File: src/pkg/event_latch_pkg.sv
/*
 * Constants for the switch event change latch: register offsets, field
 * positions, widths and reset values.
 * Assumes it is compiled before every design file that imports it.
 */
package event_latch_pkg;

  // Register offsets on the local register port.
  localparam logic [7:0] IRQ_STATUS_OFFSET   = 8'h01;
  localparam logic [7:0] EVENT_CHANGE_OFFSET = 8'h07;

  // Widths of the flag fields and of the port select.
  localparam int NUM_PORTS    = 4;
  localparam int SEL_WIDTH    = 2;
  localparam int DATA_WIDTH   = 8;
  localparam int SYNC_STAGES  = 2;

  // Field positions inside the event change flags register.
  localparam int POWER_LSB_BIT   = 0;
  localparam int CLK_DETECT_BIT  = 4;
  localparam int PORT_SEL_BIT    = 5;
  localparam int FLAG_WIDTH      = 6;

  // Field position of the pending bit in the interrupt status register.
  localparam int IRQ_PENDING_BIT = 0;

  // Reset and idle values.
  localparam logic [FLAG_WIDTH-1:0] FLAGS_RESET = 6'h00;
  localparam logic [DATA_WIDTH-1:0] READ_ZERO   = 8'h00;

endpackage

File: src/hw/change_detect.sv
/*
 * Change detector: optionally passes a bus through a two-stage
 * synchroniser, then raises a one-cycle pulse per bit that changed.
 * Assumes one clock, a synchronous active-high reset and a clock enable.
 */
`timescale 1ns/1ps

module change_detect
  import event_latch_pkg::*;
#(
  parameter int WIDTH = 1,
  parameter bit SYNC  = 1'b1
) (
  // Clock, reset and enable.
  input  wire logic             clk_sys,
  input  wire logic             srst,
  input  wire logic             clk_en,
  // Watched level and its change pulses.
  input  wire logic [WIDTH-1:0] level_in,
  output logic      [WIDTH-1:0] changed
);

  // Samples that must pass after reset before the compare is trusted:
  // the synchroniser chain plus the previous-value flop must all hold pin
  // data, or a pin that sits high through reset would show a false change.
  localparam logic [1:0] PRIME_LEN = SYNC ? 2'(SYNC_STAGES + 1) : 2'h1;

  logic [WIDTH-1:0] prev_reg;
  logic [1:0]       prime_cnt_reg;
  logic             primed;
  logic [WIDTH-1:0] level_now;

  //////////////////////////////////////////////////////////////////////////
  // Input stage: two flip-flops for pins, a plain wire for local logic.
  generate
    if (SYNC) begin : g_sync
      logic [WIDTH-1:0] stage1_reg;
      logic [WIDTH-1:0] stage2_reg;

      // The first stage feeds only the second stage.
      always_ff @(posedge clk_sys) begin
        if (srst) begin
          stage1_reg <= '0;
          stage2_reg <= '0;
        end else if (clk_en) begin
          stage1_reg <= level_in;
          stage2_reg <= stage1_reg;
        end
      end
      assign level_now = stage2_reg;
    end else begin : g_direct
      assign level_now = level_in;
    end
  endgenerate

  //////////////////////////////////////////////////////////////////////////
  // Previous value and priming count; the first samples after reset only
  // fill the chain so that the level the pins sit at is not a change.
  always_ff @(posedge clk_sys) begin
    if (srst) begin
      prev_reg      <= '0;
      prime_cnt_reg <= 2'h0;
    end else if (clk_en) begin
      prev_reg <= level_now;
      if (!primed) begin
        prime_cnt_reg <= prime_cnt_reg + 2'h1;
      end
    end
  end

  // Compare is trusted once the whole chain holds sampled pin data.
  assign primed = (prime_cnt_reg == PRIME_LEN);

  // Change pulse, one bit per watched line.
  assign changed = (primed && clk_en) ? (level_now ^ prev_reg) : '0;

endmodule

File: src/hw/event_change_latch.sv
/*
 * Event change latch of a four-port video switch: tracks which
 * system-level events raised the interrupt request and shows them in the
 * read-only event_change_flags register at offset 0x07.
 * Assumes a register port driven by the local serial slave on clk_sys;
 * the active port code comes from logic on the same clock, while the
 * clock-detect and source power sense levels arrive from pins.
 */
// What this block does
// - Bit 5 flags selected port change since read
// - Bit 4 flags selected port clock-detect change
// - Bits 0-3 flag power sense change, ports 1-4
// - All flags read zero after reset
// - Register is read-only; writes change nothing
// - Flags captured whenever an event raises interrupt
// - Reading 0x01 clears interrupt and flags; a same-cycle event still sets both
// - Unread, capture keeps updating on each event
`timescale 1ns/1ps

module event_change_latch
  import event_latch_pkg::*;
#(
  parameter int PORTS = NUM_PORTS
) (
  // Clock, reset and enable.
  input  wire logic                  clk_sys,
  input  wire logic                  srst,
  input  wire logic                  clk_en,
  // Switch state.
  input  wire logic [SEL_WIDTH-1:0]  active_port,
  input  wire logic                  sel_clock_detect,
  input  wire logic [PORTS-1:0]      source_power_sense,
  // Register port.
  input  wire logic [7:0]            reg_addr,
  input  wire logic                  reg_rd,
  input  wire logic                  reg_wr,
  input  wire logic [DATA_WIDTH-1:0] reg_wdata,
  output logic      [DATA_WIDTH-1:0] reg_rdata,
  output logic                       reg_rvalid,
  // Interrupt request.
  output logic                       irq
);

  logic                  sel_changed;
  logic                  clk_det_changed;
  logic [PORTS-1:0]      power_changed;
  logic [SEL_WIDTH-1:0]  sel_diff;
  logic [FLAG_WIDTH-1:0] new_events;
  logic                  any_event;
  logic                  status_read;
  logic [FLAG_WIDTH-1:0] flags_reg;
  logic [FLAG_WIDTH-1:0] flags_next;
  logic                  irq_reg;
  logic                  irq_next;
  logic [DATA_WIDTH-1:0] rdata_reg;
  logic [DATA_WIDTH-1:0] rdata_next;
  logic                  rvalid_reg;

  //////////////////////////////////////////////////////////////////////////
  // Event sources.

  // Active port code comes from local logic, so no synchroniser.
  change_detect #(
    .WIDTH (SEL_WIDTH),
    .SYNC  (1'b0)
  ) u_sel_change (
    .clk_sys  (clk_sys),
    .srst     (srst),
    .clk_en   (clk_en),
    .level_in (active_port),
    .changed  (sel_diff)
  );

  // Clock-detect status of the selected port arrives from a pin.
  change_detect #(
    .WIDTH (1),
    .SYNC  (1'b1)
  ) u_clk_det_change (
    .clk_sys  (clk_sys),
    .srst     (srst),
    .clk_en   (clk_en),
    .level_in (sel_clock_detect),
    .changed  (clk_det_changed)
  );

  // Source power sense lines, one per port, arrive from pins.
  change_detect #(
    .WIDTH (PORTS),
    .SYNC  (1'b1)
  ) u_power_change (
    .clk_sys  (clk_sys),
    .srst     (srst),
    .clk_en   (clk_en),
    .level_in (source_power_sense),
    .changed  (power_changed)
  );

  // Gather the events of this cycle into the register layout.
  always_comb begin
    sel_changed = |sel_diff;
    new_events  = FLAGS_RESET;
    new_events[PORT_SEL_BIT]   = sel_changed;
    new_events[CLK_DETECT_BIT] = clk_det_changed;
    new_events[POWER_LSB_BIT +: PORTS] = power_changed;
    any_event = |new_events;
  end

  //////////////////////////////////////////////////////////////////////////
  // Register access decode.

  // A read of the interrupt status register clears the interrupt.
  assign status_read = clk_en && reg_rd && (reg_addr == IRQ_STATUS_OFFSET);

  // Writes reach no storage here; the flags are read-only, so the write
  // strobe and write data are left unread on purpose and no write path
  // exists into the captured flags.

  //////////////////////////////////////////////////////////////////////////
  // Interrupt request and captured flags.
  //
  // Each event raises the request and folds into the captured flags, so
  // an unread register keeps gathering events. A status read clears
  // both, but an event in the same cycle survives the clear.
  always_comb begin
    irq_next   = irq_reg;
    flags_next = flags_reg;
    if (status_read) begin
      irq_next   = 1'b0;
      flags_next = FLAGS_RESET;
    end
    if (any_event) begin
      irq_next   = 1'b1;
      flags_next = flags_next | new_events;
    end
  end

  // Interrupt request state.
  always_ff @(posedge clk_sys) begin
    if (srst) begin
      irq_reg <= 1'b0;
    end else if (clk_en) begin
      irq_reg <= irq_next;
    end
  end

  // Captured change flags; zero after reset.
  always_ff @(posedge clk_sys) begin
    if (srst) begin
      flags_reg <= FLAGS_RESET;
    end else if (clk_en) begin
      flags_reg <= flags_next;
    end
  end

  //////////////////////////////////////////////////////////////////////////
  // Read data mux; unmapped offsets and reserved bits read zero.
  always_comb begin
    rdata_next = READ_ZERO;
    case (reg_addr)
      EVENT_CHANGE_OFFSET: begin
        rdata_next[FLAG_WIDTH-1:0] = flags_reg;
      end
      IRQ_STATUS_OFFSET: begin
        rdata_next[IRQ_PENDING_BIT] = irq_reg;
      end
      default: begin
        rdata_next = READ_ZERO;
      end
    endcase
  end

  // Registered read answer, one cycle after the read strobe.
  always_ff @(posedge clk_sys) begin
    if (srst) begin
      rdata_reg  <= READ_ZERO;
      rvalid_reg <= 1'b0;
    end else if (clk_en) begin
      rvalid_reg <= reg_rd;
      if (reg_rd) begin
        rdata_reg <= rdata_next;
      end
    end
  end

  // Outputs come straight from flip-flops.
  assign reg_rdata  = rdata_reg;
  assign reg_rvalid = rvalid_reg;
  assign irq        = irq_reg;

endmodule

File: config.mk
export PLATFORM = sky130hd
export DESIGN_NAME = event_change_latch
export DESIGN_NICKNAME = d
export VERILOG_FILES = /design/src/pkg/event_latch_pkg.sv /design/src/hw/change_detect.sv /design/src/hw/event_change_latch.sv
export SDC_FILE = /design/constraint.sdc
export NUM_CORES = 1
export LEC_CHECK = 0
export BUFFER_PORTS_ARGS = -buffer_cell sky130_fd_sc_hd__buf_2
export CAP_MARGIN = 20
export CORE_MARGIN = 5
export CORE_UTILIZATION = 52
export CTS_CLUSTER_DIAMETER = 200
export DETAILED_ROUTE_END_ITERATION = 8
export GPL_ROUTABILITY_DRIVEN = 0
export GPL_TIMING_DRIVEN = 1
export PLACE_DENSITY_LB_ADDON = 0.2
export SETUP_SLACK_MARGIN = 0.05
export SLEW_MARGIN = 10
export SYNTH_ARGS = -nofsm -noshare
export SYNTH_HDL_FRONTEND = slang
export SYNTH_SLANG_ARGS = --single-unit
File: constraint.sdc
create_clock -name clk_sys -period 1.7 [get_ports clk_sys]
set_input_delay 0.085 -clock clk_sys [delete_from_list [all_inputs] [get_ports clk_sys]]
set_output_delay 0.085 -clock clk_sys [all_outputs]
set_load 0.01 [all_outputs]
==> results.ini <==
[floorplan]
fp-row-count = 19
core-area_um2 = 2810
initial_utilization_pct = 55.4
die-area_um2 = 4180
die_width_um = 64.7
io_pins = 38
fp.dieH_um = 64.7

[timing]
timing.fmax_ghz = 0.831
setup_tns_ns = 0
fin_crit_ns = 1.20
setup_viol = 0
period_share_pct = 70.8
slew_headroom_pct = 57.9
tightest_slew_ns = 0.630
finalHoldViolCount = 0
maxSlewViolCount = 0
skew_ns = 0.00325
rsz0062_at_grt = false

[grt]
grt_pass1_wl_mm = 4.64
track_usage_pct = 14.4
grt_max_degree = 38
antenna_found_initial = 0
gr-total-overflow = 0
grt_pass1_vias = 1117

[worst_setup_path]
r2r_cells = 3
crit_fanout = 3
crit_arrival_ns = 1.39
crit_type = reg2reg
rrSetupSlack_ns = 0.50
cp-start-kind = register
crit_end = irq
worstPathRequired_ns = 1.89
r2r-end = irq
r2r_start = u_power_change.g_sync.stage2_reg[3]
crit_start = u_power_change.g_sync.stage2_reg[3]
end_kind = register

[placed_design]
portBuffers = 26
placed_cell_area_um2 = 1680
dp_hpwl_mm = 2.04

[synth]
async_flop_share_pct = 0
synth.avg_cell_area_um2 = 9.65
yosysWarnings = 0
dominantRegCellSynth = dfxtp_1
yosysMostFrequentCell = dfxtp_1
synth_cell_types = 32
ys_seq_area_share_pct = 47.7
synth_seq_cells = 37
synth_edf_count = 0
netlist.area_leader.share_pct = 47.7
ys_top_cells_by_area = dfxtp_1 (48%), mux2i_1 (12%), nor2_1 (5.8%)
synth_common_cells = dfxtp_1 (37), nor2_1 (24), mux2i_1 (19)
synth_area_um2 = 1550
synth_top_cell_by_area = dfxtp_1
syn_inst = 161

[cts]
cts_made_buffers = 5
cts-root-buf = clkbuf_4
path_clk_slew_ns = 0.10
postCtsSetupBuffers = 0
clock_path_buffers = 2
h-tree-depth = 2
clk_latency_ns = 0.33
cts.repair.resized = 0
clock-sinks = 37
tritoncts = done

[worst_hold_path]
min_path_type = in2reg

[power]
p_leak_nw = 0.805
p_total_mw = 1.63
ir_worst_vdd_mv = 0.805
powerDensity_nw_per_um2 = 895

[finish]
antenna_cells = 0
layout.nets = 222
final_area_um2 = 1820
syn2layout_area_growth_pct = 16.9
drive_gt1_share_pct = 20.3

[routing]
dr.first_iter.drc_count = 44
vias_per_cell = 5.42
drt_wl_total_mm = 2.92
drc = 0
vias = 1208
wl_per_cell_um = 13.1
dr.pass1.iters = 4
ant_nets = 0

[status]
status = finished clean

[flow_run]
drv_cap = 0

==> metal layers <==
layer | GRT usage [%] | vias to the layer above | wire (um)
li1 | - | 620 | -
met4 | 6.33 | 0 | 40
met1 | 14.7 | 548 | 1280
met3 | 6.56 | 4 | 218
met5 | 0 | - | 0
met2 | 25.3 | 36 | 1380
==> repair_timing <==
item / 4_1_cts / 5_1_grt
endpoints found under the setup margin: 0 / 0
hold endpoints to repair: 5 / 2
hold buffers: 5 / 2
==> cells in the final DEF (no fill, tap or decap), types with 3 or more instances in the layout <==
cell type,instances
xor2_1,7
a21oi_1,13
dfxtp_1,37
buf_2,26
xnor2_1,3
nand2_1,10
nor2_1,24
nor2b_1,3
dlygate4sd3_1,7
o31ai_1,6
nand4_1,6
clkbuf_4,5
mux2i_1,19
ha_1,3
==> worst max-delay path: stages, from the launching register on <==
cell     delay [ns]
dfxtp_1        0.34
xor2_1         0.18
o41ai_1        0.39
a41oi_1        0.15
==> cell type report <==
type / instances / area, um2
multi-input cells: 112 / 756
clock buffers: 7 / 65.1
repair buffers: 34 / 208
well taps: 31 / 38.8
fillers: 249 / 988
flip-flops and latches: 37 / 741
inverters: 1 / 3.75
clock inverters: 1 / 5.00
==> cell families after synthesis <==
group           after synthesis  share of synthesized area, %
flops                        37                          47.7
fa+ha+maj                     3                          2.42
xor+xnor                     10                          5.64
other cells                   1                         0.241
simple gates                 53                          17.3
buf+inv                      13                          3.94
compound gates               25                          10.5
mux                          19                          12.2
==> metrics by stage <==
step | cells | setup slack (ns) | utilization [%] | hold WS (ns)
after floorplan | 162 | 0.479 | - | 0.232
after global placement | 208 | 0.277 | 59.8 | 0.320
after detailed placement | 208 | 0.238 | 59.8 | 0.332
after CTS | 221 | 0.459 | 64.1 | 0.00118
after global routing | 223 | 0.415 | 64.8 | 0.0728
final | 223 | 0.496 | 64.8 | 0.0737
==> worst min path at each step <==
stage / slack (ns) / cells past startpoint / startpoint / to
3_3_place_gp: 0.32 / 3 / source_power_sense[2] / u_power_change.g_sync.stage1_reg[2]
3_5_place_dp: 0.33 / 3 / source_power_sense[2] / u_power_change.g_sync.stage1_reg[2]
6_report: 0.07 / 4 / reg_addr[2] / reg_rdata[0]
5_1_grt: 0.07 / 4 / reg_addr[2] / reg_rdata[0]
4_1_cts: 0.001 / 3 / active_port[1] / u_sel_change.prev_reg[1]
2_1_floorplan: 0.23 / 2 / sel_clock_detect / u_clk_det_change.g_sync.stage1_reg
==> power by group <==
part           internal (mW)  total [mW]  leakage (nW)  switching [mW]
Combinational         0.0914       0.187         0.462          0.0953
Clock                  0.240       0.506        0.0413           0.267
Sequential             0.907       0.932         0.302          0.0259
Note: power is estimated with default switching activity, not from simulation.
